$ cat src/shared/cfg_fuse_pkg.sv
// Purpose: Constants and carriers for the configuration byte decoder
// Assumes: Byte-wide configuration space behind a plain register port
// Notes:   Offsets are byte addresses within configuration space
package cfg_fuse_pkg;

    localparam logic [21:0] OFF_BUS_WAIT_MODE  = 22'h30_0004;
    localparam logic [21:0] OFF_PIN_MUX_RESET  = 22'h30_0005;
    localparam logic [21:0] OFF_DEBUG_PROG     = 22'h30_0006;
    localparam logic [21:0] OFF_CP_BLOCKS      = 22'h30_0008;
    localparam logic [21:0] OFF_CP_BOOT_EE     = 22'h30_0009;
    localparam logic [21:0] OFF_WP_BLOCKS      = 22'h30_000a;
    localparam logic [21:0] OFF_WP_BOOT_EE_CFG = 22'h30_000b;
    localparam logic [21:0] OFF_TRP_BLOCKS     = 22'h30_000c;
    localparam logic [21:0] OFF_TRP_BOOT       = 22'h30_000d;
    localparam logic [21:0] OFF_ID_LOW         = 22'h3f_fffe;
    localparam logic [21:0] OFF_ID_HIGH        = 22'h3f_ffff;

    // Implemented-bit masks; other bits read zero
    localparam logic [7:0] MASK_BUS_WAIT_MODE  = 8'h83;
    localparam logic [7:0] MASK_PIN_MUX_RESET  = 8'h83;
    localparam logic [7:0] MASK_DEBUG_PROG     = 8'h85;
    localparam logic [7:0] MASK_BLOCKS         = 8'h0f;
    localparam logic [7:0] MASK_BOOT_EE        = 8'hc0;
    localparam logic [7:0] MASK_WP_BOOT_EE_CFG = 8'he0;
    localparam logic [7:0] MASK_TRP_BOOT       = 8'h40;

    // Unprogrammed value is all ones on implemented bits
    localparam logic [7:0] RST_ERASED = 8'hff;

    localparam int BIT_WAIT_EN   = 7;
    localparam int BIT_RST_PIN   = 7;
    localparam int BIT_ENH_MUX   = 1;
    localparam int BIT_CCP2_MUX  = 0;
    localparam int BIT_DEBUG     = 7;
    localparam int BIT_LV_PROG   = 2;
    localparam int BIT_STACK_RST = 0;
    localparam int BIT_EEPROM    = 7;
    localparam int BIT_BOOT      = 6;
    localparam int BIT_CONFIG    = 5;

    localparam logic [21:0] BOOT_END   = 22'h00_07ff;
    localparam logic [21:0] PROG_END   = 22'h00_ffff;
    localparam logic [21:0] CFG_START  = 22'h30_0000;
    localparam logic [21:0] CFG_END    = 22'h30_00ff;

    // Arbitrary identity values
    localparam logic [7:0] ID_PART_LOW  = 8'h00;
    localparam logic [7:0] ID_PART_HIGH = 8'h00;

    typedef enum logic [1:0]
    {
        MODE_EXT_MCU   = 2'h0,
        MODE_MPU_BOOT  = 2'h1,
        MODE_MPU       = 2'h2,
        MODE_MCU       = 2'h3
    } proc_mode_e;

    typedef enum logic [1:0]
    {
        CCP2_ON_PORT_C1,
        CCP2_ON_PORT_E7,
        CCP2_ON_PORT_B3
    } ccp2_pin_e;

    typedef struct packed
    {
        logic [7:0] bus_wait_processor_mode_cfg;
        logic [7:0] pin_mux_reset_cfg;
        logic [7:0] debug_prog_stack_cfg;
        logic [7:0] code_protect_blocks;
        logic [7:0] code_protect_boot_eeprom;
        logic [7:0] write_protect_blocks;
        logic [7:0] write_protect_boot_eeprom_cfg;
        logic [7:0] table_read_protect_blocks;
        logic [7:0] table_read_protect_boot;
    } cfg_bytes_s;

    typedef struct packed
    {
        proc_mode_e mode;
        logic       table_wait_apply;
        logic       reset_pin_is_reset;
        logic       port_g_pin5_is_input;
        logic       enh_pwm_on_port_e;
        ccp2_pin_e  ccp2_pin;
        logic       debug_pins_dedicated;
        logic       low_volt_prog_enable;
        logic       stack_fault_reset_enable;
    } cfg_decode_s;

    typedef struct packed
    {
        logic        valid;
        logic        is_write;
        logic [21:0] target;
        logic [21:0] exec_addr;
        logic        eeprom;
    } access_req_s;

    typedef struct packed
    {
        logic allow;
        logic read_masked;
    } access_ans_s;

endpackage

$ cat src/rtl/config_fuse_decode_protect.sv
// Overview of operation
// - Wait enable set: table access ignores wait field; clear: wait field applies.
// - Mode field: 11 controller, 10 processor, 01 processor with boot, 00 extended.
// - Reset pin enable set: pin is active-low reset; clear: general input, no reset.
// - Enhanced PWM mux: 1 routes B/C outputs to port E 6..3, 0 to port H 7..4.
// - Controller mode: module 2 on port C pin 1 if set, else port E pin 7.
// - Other modes: module 2 on port C pin 1 if set, else port B pin 3.
// - Debugger bit set: debugger off, port B 6/7 general; clear: debug pins dedicated.
// - Bit 2 of debug byte enables low-voltage serial programming.
// - Stack fault reset enable set makes stack full or underflow reset the device.
// - Four code-protect bits protect program blocks 0 to 3 when cleared.
// - Boot-eeprom byte bit 7 protects eeprom, bit 6 protects boot block, when cleared.
// - Four write-protect bits block writes to program blocks 0 to 3 when cleared.
// - Write byte bit 7 guards eeprom writes, bit 6 guards boot writes, when cleared.
// - Write byte bit 5 cleared blocks writes to configuration range 300000-3000FF.
// - Table-read protect bits stop reads of a block from code in other blocks.
// - Read-only identity: 3-bit part field, 8-bit part field and revision field.
// - Unimplemented configuration bits read as zero; block 3 bits read one when HAS_BLOCK3 is clear.
//
// Purpose: Holds the configuration bytes and decodes mode, pin routing and protection
// Assumes: Programmer or table writes arrive as single-cycle byte writes
// Notes:   A one in a protect bit means unprotected; bytes come out of reset erased
`timescale 1ns/1ps
`default_nettype none

module config_fuse_decode_protect #(
    parameter logic [4:0] REVISION    = 5'h00, // Arbitrary
    parameter logic       HAS_BLOCK3  = 1'b1
)(
    input  wire logic                      clk_in,
    input  wire logic                      srst_in,
    input  wire logic                      clk_en_in,
    input  wire logic [21:0]               reg_addr_in,
    input  wire logic [7:0]                reg_wdata_in,
    input  wire logic                      reg_wr_in,
    input  wire logic                      reg_rd_in,
    output logic [7:0]                     reg_rdata_out,
    input  wire logic [1:0]                bus_wait_count_in,
    input  wire logic                      master_reset_n_in,
    input  wire logic                      port_g_pin5_in,
    input  wire logic                      stack_fault_in,
    input  wire cfg_fuse_pkg::access_req_s access_req_in,
    output cfg_fuse_pkg::access_ans_s      access_ans_out,
    output cfg_fuse_pkg::cfg_decode_s      decode_out,
    output logic [1:0]                     table_wait_out,
    output logic                           device_reset_out,
    output logic                           port_g_pin5_out,
    output logic                           port_c_pin1_ccp2_out,
    output logic                           port_e_pin7_ccp2_out,
    output logic                           port_b_pin3_ccp2_out,
    output logic [3:0]                     port_e_pwm_sel_out,
    output logic [3:0]                     port_h_pwm_sel_out,
    output logic [1:0]                     debug_pin_sel_out
);

    typedef struct packed
    {
        cfg_fuse_pkg::cfg_bytes_s  cfg;
        logic [7:0]                rdata;
        cfg_fuse_pkg::cfg_decode_s dec;
        cfg_fuse_pkg::access_ans_s ans;
        logic                      dev_rst;
    } state_s;

    state_s state_q;
    state_s state_d;

    ////////////////////////////////////////////////////////////////////////////
    // Helpers

    // Block index: 0 boot, 1..4 program blocks 0..3, 5 outside program memory
    function automatic logic [2:0] block_of(input logic [21:0] addr);
        logic [2:0] idx;
        idx = 3'h5;
        if (addr <= cfg_fuse_pkg::BOOT_END)
            idx = 3'h0;
        else if (addr <= cfg_fuse_pkg::PROG_END)
            idx = 3'(addr[15:14]) + 3'h1;
        return idx;
    endfunction

    // Boot bit at index 0, block bits at 1..4
    function automatic logic [4:0] guard_bits(input logic [7:0] blocks,
                                              input logic [7:0] boot);
        return {blocks[3:0], boot[cfg_fuse_pkg::BIT_BOOT]};
    endfunction

    function automatic logic [7:0] masked(input logic [7:0] v, input logic [7:0] m);
        return v & m;
    endfunction

    ////////////////////////////////////////////////////////////////////////////
    // Next state

    always_comb
    begin
        logic [7:0]  wr;
        logic [7:0]  blk_mask;
        logic [2:0]  tgt_blk;
        logic [2:0]  exe_blk;
        logic [4:0]  cp_g;
        logic [4:0]  wp_g;
        logic [4:0]  trp_g;
        logic        cfg_wr_ok;
        state_d  = state_q;
        wr       = reg_wdata_in;
        blk_mask = HAS_BLOCK3 ? cfg_fuse_pkg::MASK_BLOCKS : 8'h07;
        tgt_blk  = block_of(access_req_in.target);
        exe_blk  = block_of(access_req_in.exec_addr);
        cp_g     = guard_bits(state_q.cfg.code_protect_blocks,
                              state_q.cfg.code_protect_boot_eeprom);
        wp_g     = guard_bits(state_q.cfg.write_protect_blocks,
                              state_q.cfg.write_protect_boot_eeprom_cfg);
        trp_g    = guard_bits(state_q.cfg.table_read_protect_blocks,
                              state_q.cfg.table_read_protect_boot);
        cfg_wr_ok = state_q.cfg.write_protect_boot_eeprom_cfg[cfg_fuse_pkg::BIT_CONFIG];

        // Cell writes: the masked byte is stored as written, ones included; write protection holds the byte
        if (reg_wr_in && cfg_wr_ok)
        begin
            case (reg_addr_in)
                cfg_fuse_pkg::OFF_BUS_WAIT_MODE:
                    state_d.cfg.bus_wait_processor_mode_cfg =
                        masked(wr, cfg_fuse_pkg::MASK_BUS_WAIT_MODE);
                cfg_fuse_pkg::OFF_PIN_MUX_RESET:
                    state_d.cfg.pin_mux_reset_cfg = masked(wr, cfg_fuse_pkg::MASK_PIN_MUX_RESET);
                cfg_fuse_pkg::OFF_DEBUG_PROG:
                    state_d.cfg.debug_prog_stack_cfg = masked(wr, cfg_fuse_pkg::MASK_DEBUG_PROG);
                cfg_fuse_pkg::OFF_CP_BLOCKS:
                    state_d.cfg.code_protect_blocks = masked(wr, blk_mask) | ~blk_mask
                        & cfg_fuse_pkg::MASK_BLOCKS;
                cfg_fuse_pkg::OFF_CP_BOOT_EE:
                    state_d.cfg.code_protect_boot_eeprom = masked(wr, cfg_fuse_pkg::MASK_BOOT_EE);
                cfg_fuse_pkg::OFF_WP_BLOCKS:
                    state_d.cfg.write_protect_blocks = masked(wr, blk_mask) | ~blk_mask
                        & cfg_fuse_pkg::MASK_BLOCKS;
                cfg_fuse_pkg::OFF_WP_BOOT_EE_CFG:
                    state_d.cfg.write_protect_boot_eeprom_cfg =
                        masked(wr, cfg_fuse_pkg::MASK_WP_BOOT_EE_CFG);
                cfg_fuse_pkg::OFF_TRP_BLOCKS:
                    state_d.cfg.table_read_protect_blocks = masked(wr, blk_mask) | ~blk_mask
                        & cfg_fuse_pkg::MASK_BLOCKS;
                cfg_fuse_pkg::OFF_TRP_BOOT:
                    state_d.cfg.table_read_protect_boot = masked(wr, cfg_fuse_pkg::MASK_TRP_BOOT);
                default:
                    state_d.cfg = state_q.cfg;
            endcase
        end

        // Stored bytes already hold zeros in unimplemented bits
        state_d.rdata = 8'h00;
        if (reg_rd_in)
        begin
            case (reg_addr_in)
                cfg_fuse_pkg::OFF_BUS_WAIT_MODE:  state_d.rdata = state_q.cfg.bus_wait_processor_mode_cfg;
                cfg_fuse_pkg::OFF_PIN_MUX_RESET:  state_d.rdata = state_q.cfg.pin_mux_reset_cfg;
                cfg_fuse_pkg::OFF_DEBUG_PROG:     state_d.rdata = state_q.cfg.debug_prog_stack_cfg;
                cfg_fuse_pkg::OFF_CP_BLOCKS:      state_d.rdata = state_q.cfg.code_protect_blocks;
                cfg_fuse_pkg::OFF_CP_BOOT_EE:     state_d.rdata = state_q.cfg.code_protect_boot_eeprom;
                cfg_fuse_pkg::OFF_WP_BLOCKS:      state_d.rdata = state_q.cfg.write_protect_blocks;
                cfg_fuse_pkg::OFF_WP_BOOT_EE_CFG: state_d.rdata = state_q.cfg.write_protect_boot_eeprom_cfg;
                cfg_fuse_pkg::OFF_TRP_BLOCKS:     state_d.rdata = state_q.cfg.table_read_protect_blocks;
                cfg_fuse_pkg::OFF_TRP_BOOT:       state_d.rdata = state_q.cfg.table_read_protect_boot;
                cfg_fuse_pkg::OFF_ID_LOW:         state_d.rdata = {cfg_fuse_pkg::ID_PART_LOW[2:0],
                                                                   REVISION};
                cfg_fuse_pkg::OFF_ID_HIGH:        state_d.rdata = cfg_fuse_pkg::ID_PART_HIGH;
                default:                          state_d.rdata = 8'h00;
            endcase
        end

        // Decoded configuration, registered from the stored bytes
        state_d.dec.mode = cfg_fuse_pkg::proc_mode_e'(
            state_q.cfg.bus_wait_processor_mode_cfg[1:0]);
        state_d.dec.table_wait_apply =
            ~state_q.cfg.bus_wait_processor_mode_cfg[cfg_fuse_pkg::BIT_WAIT_EN];
        state_d.dec.reset_pin_is_reset =
            state_q.cfg.pin_mux_reset_cfg[cfg_fuse_pkg::BIT_RST_PIN];
        state_d.dec.port_g_pin5_is_input =
            ~state_q.cfg.pin_mux_reset_cfg[cfg_fuse_pkg::BIT_RST_PIN];
        state_d.dec.enh_pwm_on_port_e =
            state_q.cfg.pin_mux_reset_cfg[cfg_fuse_pkg::BIT_ENH_MUX];
        if (state_q.cfg.pin_mux_reset_cfg[cfg_fuse_pkg::BIT_CCP2_MUX])
            state_d.dec.ccp2_pin = cfg_fuse_pkg::CCP2_ON_PORT_C1;
        else if (state_d.dec.mode == cfg_fuse_pkg::MODE_MCU)
            state_d.dec.ccp2_pin = cfg_fuse_pkg::CCP2_ON_PORT_E7;
        else
            state_d.dec.ccp2_pin = cfg_fuse_pkg::CCP2_ON_PORT_B3;
        state_d.dec.debug_pins_dedicated =
            ~state_q.cfg.debug_prog_stack_cfg[cfg_fuse_pkg::BIT_DEBUG];
        state_d.dec.low_volt_prog_enable =
            state_q.cfg.debug_prog_stack_cfg[cfg_fuse_pkg::BIT_LV_PROG];
        state_d.dec.stack_fault_reset_enable =
            state_q.cfg.debug_prog_stack_cfg[cfg_fuse_pkg::BIT_STACK_RST];

        // Reset request from the reset pin or a stack fault
        state_d.dev_rst = (state_q.dec.reset_pin_is_reset && !master_reset_n_in)
                        || (state_q.dec.stack_fault_reset_enable && stack_fault_in);

        // Access check, answered one cycle after the request
        state_d.ans = '{allow: 1'b0, read_masked: 1'b0};
        if (access_req_in.valid)
        begin
            if (access_req_in.eeprom)
            begin
                if (access_req_in.is_write)
                    state_d.ans.allow =
                        state_q.cfg.write_protect_boot_eeprom_cfg[cfg_fuse_pkg::BIT_EEPROM];
                else
                    state_d.ans.allow =
                        state_q.cfg.code_protect_boot_eeprom[cfg_fuse_pkg::BIT_EEPROM];
            end
            else if (access_req_in.is_write)
            begin
                if (access_req_in.target >= cfg_fuse_pkg::CFG_START
                    && access_req_in.target <= cfg_fuse_pkg::CFG_END)
                    state_d.ans.allow = cfg_wr_ok;
                else if (tgt_blk == 3'h5)
                    state_d.ans.allow = 1'b1;
                else
                    state_d.ans.allow = wp_g[tgt_blk];
            end
            else if (tgt_blk == 3'h5 || exe_blk == tgt_blk)
                state_d.ans.allow = 1'b1;
            else
                state_d.ans.allow = trp_g[tgt_blk];
            state_d.ans.read_masked = !access_req_in.is_write && !access_req_in.eeprom
                && tgt_blk != 3'h5 && !cp_g[tgt_blk] && exe_blk != tgt_blk;
            if (state_d.ans.read_masked)
                state_d.ans.allow = 1'b0;
        end
    end

    ////////////////////////////////////////////////////////////////////////////
    // State register

    always_ff @(posedge clk_in)
    begin
        if (srst_in)
        begin
            state_q.cfg   <= '{cfg_fuse_pkg::RST_ERASED & cfg_fuse_pkg::MASK_BUS_WAIT_MODE,
                               cfg_fuse_pkg::RST_ERASED & cfg_fuse_pkg::MASK_PIN_MUX_RESET,
                               cfg_fuse_pkg::RST_ERASED & cfg_fuse_pkg::MASK_DEBUG_PROG,
                               cfg_fuse_pkg::RST_ERASED & cfg_fuse_pkg::MASK_BLOCKS,
                               cfg_fuse_pkg::RST_ERASED & cfg_fuse_pkg::MASK_BOOT_EE,
                               cfg_fuse_pkg::RST_ERASED & cfg_fuse_pkg::MASK_BLOCKS,
                               cfg_fuse_pkg::RST_ERASED & cfg_fuse_pkg::MASK_WP_BOOT_EE_CFG,
                               cfg_fuse_pkg::RST_ERASED & cfg_fuse_pkg::MASK_BLOCKS,
                               cfg_fuse_pkg::RST_ERASED & cfg_fuse_pkg::MASK_TRP_BOOT};
            state_q.rdata <= 8'h00;
            state_q.dec   <= '{mode: cfg_fuse_pkg::MODE_MCU, table_wait_apply: 1'b0,
                               reset_pin_is_reset: 1'b1, port_g_pin5_is_input: 1'b0,
                               enh_pwm_on_port_e: 1'b1, ccp2_pin: cfg_fuse_pkg::CCP2_ON_PORT_C1,
                               debug_pins_dedicated: 1'b0, low_volt_prog_enable: 1'b1,
                               stack_fault_reset_enable: 1'b1};
            state_q.ans   <= '{allow: 1'b0, read_masked: 1'b0};
            state_q.dev_rst <= 1'b0;
        end
        else if (clk_en_in)
            state_q <= state_d;
    end

    ////////////////////////////////////////////////////////////////////////////
    // Outputs

    assign reg_rdata_out    = state_q.rdata;
    assign access_ans_out   = state_q.ans;
    assign decode_out       = state_q.dec;
    assign device_reset_out = state_q.dev_rst;
    // Wait field ignored for table access when the enable bit is set
    assign table_wait_out   = state_q.dec.table_wait_apply ? bus_wait_count_in : 2'h0;
    assign port_g_pin5_out  = state_q.dec.port_g_pin5_is_input & port_g_pin5_in;
    assign port_c_pin1_ccp2_out = state_q.dec.ccp2_pin == cfg_fuse_pkg::CCP2_ON_PORT_C1;
    assign port_e_pin7_ccp2_out = state_q.dec.ccp2_pin == cfg_fuse_pkg::CCP2_ON_PORT_E7;
    assign port_b_pin3_ccp2_out = state_q.dec.ccp2_pin == cfg_fuse_pkg::CCP2_ON_PORT_B3;
    assign port_e_pwm_sel_out   = {4{state_q.dec.enh_pwm_on_port_e}};
    assign port_h_pwm_sel_out   = {4{~state_q.dec.enh_pwm_on_port_e}};
    assign debug_pin_sel_out    = {2{state_q.dec.debug_pins_dedicated}};

endmodule // config_fuse_decode_protect

`default_nettype wire

$ cat config.mk
export PLATFORM = sky130hd
export DESIGN_NAME = config_fuse_decode_protect
export DESIGN_NICKNAME = d
export VERILOG_FILES = /design/src/shared/cfg_fuse_pkg.sv /design/src/rtl/config_fuse_decode_protect.sv
export SDC_FILE = /design/constraint.sdc
export NUM_CORES = 1
export LEC_CHECK = 0
export ABC_AREA = 1
export BUFFER_PORTS_ARGS = -buffer_cell sky130_fd_sc_hd__clkbuf_2
export CAP_MARGIN = 20
export CELL_PAD_IN_SITES_DETAIL_PLACEMENT = 1
export CELL_PAD_IN_SITES_GLOBAL_PLACEMENT = 2
export CORE_MARGIN = 2
export CORE_UTILIZATION = 27
export CTS_CLUSTER_DIAMETER = 120
export DETAILED_ROUTE_END_ITERATION = 8
export GPL_ROUTABILITY_DRIVEN = 0
export PLACE_DENSITY = 0.91
export SYNTH_ARGS = -nofsm -noshare
export SYNTH_HDL_FRONTEND = slang
export SYNTH_SLANG_ARGS = --single-unit
$ cat constraint.sdc
create_clock -name clk_in -period 5.1 [get_ports clk_in]
set_input_delay 1.02 -clock clk_in [delete_from_list [all_inputs] [get_ports clk_in]]
set_output_delay 1.02 -clock clk_in [all_outputs]
set_load 0.005 [all_outputs]
==> out/results.tsv <==
stage	metric	value	unit
run_status	status	completed	
global_routing	grt_pass1_wl	15.4	mm
timing	setup_viol	0	
synthesis	yosys_warnings	0	
clock_tree	ctsResizeCount	0	
power_and_ir_drop	p_int	0.700	mW
detailed_routing	via_per_inst	4.59	
setup_path	crit_fanout	19	
synthesis	ys_ff_latch	48	
hold_path	min_path_cells	2	
power_and_ir_drop	ir_worst_vdd	0.116	mV
global_routing	antenna_found_initial	0	
timing	clock_skew	7.41	ps
die	coreArea	11300	um2
job	maxCapViolCount	0	
synthesis	synth_top_area_share	31.1	%
timing	finalMaxSlewViolations	0	
setup_path	worstReg2RegStart	state_q[43]$_SDFFE_PP1P_	
power_and_ir_drop	p_total	0.908	mW
setup_path	arrival	3020	ps
die	fp-row-count	39	
detailed_routing	drtIter0Drc	154	
setup_path	reg2reg_depth	5	
power_and_ir_drop	combinationalPowerShare	10.3	%
timing	min_period	2880	ps
cells_and_area	stdcell_area	3780	um2
global_routing	grt_overflow	0	
clock_tree	post_cts_buffers	0	
detailed_routing	drc_errors	0	
setup_path	crit_path_start	clk_en_in	
synthesis	synthDistinctLibCells	32	
setup_path	rrSetupSlack	3510	ps
placed_design	dp_hpwl	7.44	mm
hold_path	min_to	decode_out[1]$_SDFFE_PP1P_	
power_and_ir_drop	switching_share	22.9	%
placed_design	placed_cell_area	3590	um2
power_and_ir_drop	p_switching	0.208	mW
global_routing	track_usage	14.9	%
clock_tree	clk_pin_slew	70	ps
detailed_routing	dr.pass1.iters	4	
synthesis	yosys.area.top_type	dfxtp_1	
synthesis	synth_commonest_cells	nand2_1 (132), inv_1 (58), dfxtp_1 (48), nor2_1 (46), nand3_1 (32)	
global_routing	grt_max_degree	35	
timing	hold-worst-slack	465	ps
synthesis	ys_seq_area_share	31.1	%
cells_and_area	area_growth	22.2	%
synthesis	synth-main-ff-cell	dfxtp_1	
timing	rsz0062_at_grt	false	
timing	fmax	0.347	GHz
synthesis	syn-cell-area	3090	um2
die	dieArea	12300	um2
clock_tree	htreeDepth	2	
die	start_util	27.3	%
placed_design	io_buffer_count	114	
clock_tree	postCtsHoldBufs	0	
clock_tree	cts_tree	yes	
power_and_ir_drop	p_leak	2.05	nW
timing	fin_crit_sh	56.6	%
synthesis	synth.most_common_cell	nand2_1	
power_and_ir_drop	p_clk_share	47.7	%
die	die_h	111	um
die	io-pin-count	125	
clock_tree	clk-insertion-delay-late	290	ps
clock_tree	numCtsBuffers	5	
hold_path	min_from	decode_out[1]$_SDFFE_PP1P_	
setup_path	reg2reg_to	state_q[47]$_SDFFE_PP1P_	
timing	fin_tns_setup	0	ps
detailed_routing	wl_per_cell	12.7	um
setup_path	critPathLaunchType	primary input	
synthesis	synth_nets	565	
clock_tree	cts_sinks	48	
detailed_routing	wl	8.93	mm
synthesis	avgSynthCellArea	6.54	um2
synthesis	synth_edf_count	0	
power_and_ir_drop	seq_power_share	42.0	%
synthesis	synth.area.top_cells	dfxtp_1 (31%), nand2_1 (16%), buf_4 (7.5%), inv_1 (7.0%), o211ai_1 (6.8%)	
setup_path	timing_worst_setup_path_type	primary input to flop	
timing	worstMarginPinSlew	939	ps
synthesis	async_flop_share	0	%
timing	slew_headroom	37.0	%
synthesis	syn_inst	473	
setup_path	endpoint_kind	flop	
timing	hold_viol_final	0	
detailed_routing	antenna_left	0	
clock_tree	cts_root_buffer	clkbuf_16	
setup_path	crit_required	5240	ps
detailed_routing	vias	3218	
hold_path	min_path_type	flop to flop	
global_routing	grt_pass1_vias	3317	
power_and_ir_drop	cellPowerDensity	240	nW/um2
cells_and_area	finalNetCount	649	
die	die_x	111	um
cells_and_area	diodes	0	
clock_tree	cts_buffer_depth	2	
cells_and_area	drive_gt1_share	26.5	%
==> cells in the final DEF, fill, tap and decap left out <==
cell	count
nand2_1	132
clkbuf_2	114
inv_1	58
dfxtp_1	48
nor2_1	46
nand3_1	32
o211ai_1	28
a21oi_1	15
nor3_1	11
nand4_1	11
o21ai_0	9
nor2_2	5
nand2_2	5
a22oi_1	5
ha_1	5
clkbuf_16	5
inv_2	4
nand3b_1	3
clkinv_1	2
nand3_4	2
or2_2	2
or2_1	2
nor2_4	2
bufinv_16	2
nand4_2	1
a31oi_1	1
nor4_2	1
nor3_2	1
clkinv_2	1
nor3b_1	1
a31oi_4	1
a21oi_2	1
conb_1	1
inv_6	1
==> how the worst max path moves through the flow <==
stage                                                end  depth (start not counted)  slack, ps
after floorplan           access_ans_out[1]$_SDFFE_PP0P_                         15       2700
after global placement          state_q[47]$_SDFFE_PP1P_                          6       1930
after detailed placement        state_q[47]$_SDFFE_PP1P_                          6       1860
after CTS                       state_q[47]$_SDFFE_PP1P_                          6       2180
after global routing            state_q[46]$_SDFFE_PP1P_                          6       1980
final                           state_q[47]$_SDFFE_PP1P_                          6       2220
==> state kept, by name, indices dropped and copies added, names as in the netlist <==
register           cells
state_q               21
decode_out            10
reg_rdata_out          7
state_d                6
access_ans_out         2
debug_pin_sel_out      1
device_reset_out       1
==> cells by family (layout without fill, tap and decap cells) <==
| group | count (synthesis) | after routing | share of synthesized area (%) |
|---|---|---|---|
| other | 1 | 1 | 0.121 |
| AND/OR/NAND/NOR | 257 | 257 | 37.6 |
| buffers and inverters | 102 | 187 | 16.2 |
| AO/OA/AOI/OAI | 60 | 60 | 13.1 |
| flip-flops | 48 | 48 | 31.1 |
| adder cells (fa/ha/maj) | 5 | 5 | 2.02 |
==> per-layer routing <==
| metal | up-vias | share of wire, % | wire (um) | global-route usage (%) |
|---|---|---|---|---|
| li1 | 1666 | - | - | - |
| met1 | 1466 | 47 | 4160 | 19.6 |
| met2 | 76 | 47 | 4230 | 25.0 |
| met3 | 10 | 4.4 | 394 | 2.41 |
| met4 | 0 | 1.7 | 152 | 4.86 |
| met5 | - | 0 | 0 | 0 |
==> final cells by class <==
type | count | area (um2)
Clock inverter | 3 | 68.8
Clock buffer | 5 | 125
Fill cell | 1507 | 7540
Multi-Input combinational cell | 323 | 1630
Sequential cell | 48 | 961
Timing Repair Buffer | 114 | 571
Inverter | 65 | 245
Tap cell | 143 | 179
==> critical path: stages <==
cell and delay (ps):
clkbuf_2 290, clkinv_1 510, nor2_2 580, nand3_1 360, nand2_1 160, o211ai_1 100
==> per-stage QoR <==
stage	instances	utilization, %	setup WS [ps]
after detailed placement	693	31.7	1860
after global placement	693	31.7	1930
after floorplan	473	-	2700
after global routing	701	33.4	1980
final	701	33.4	2220
after CTS	701	33.4	2180
==> power by group through the flow <==
stage	Sequential [mW]	Combinational, mW	Clock, mW
after global placement	0.390	0.0922	0
after CTS	0.381	0.0959	0.441
after floorplan	0.389	0.0532	0
final	0.381	0.0938	0.433
after global routing	0.382	0.107	0.457
after detailed placement	0.390	0.0955	0
Power figures use the tool's default switching activity.
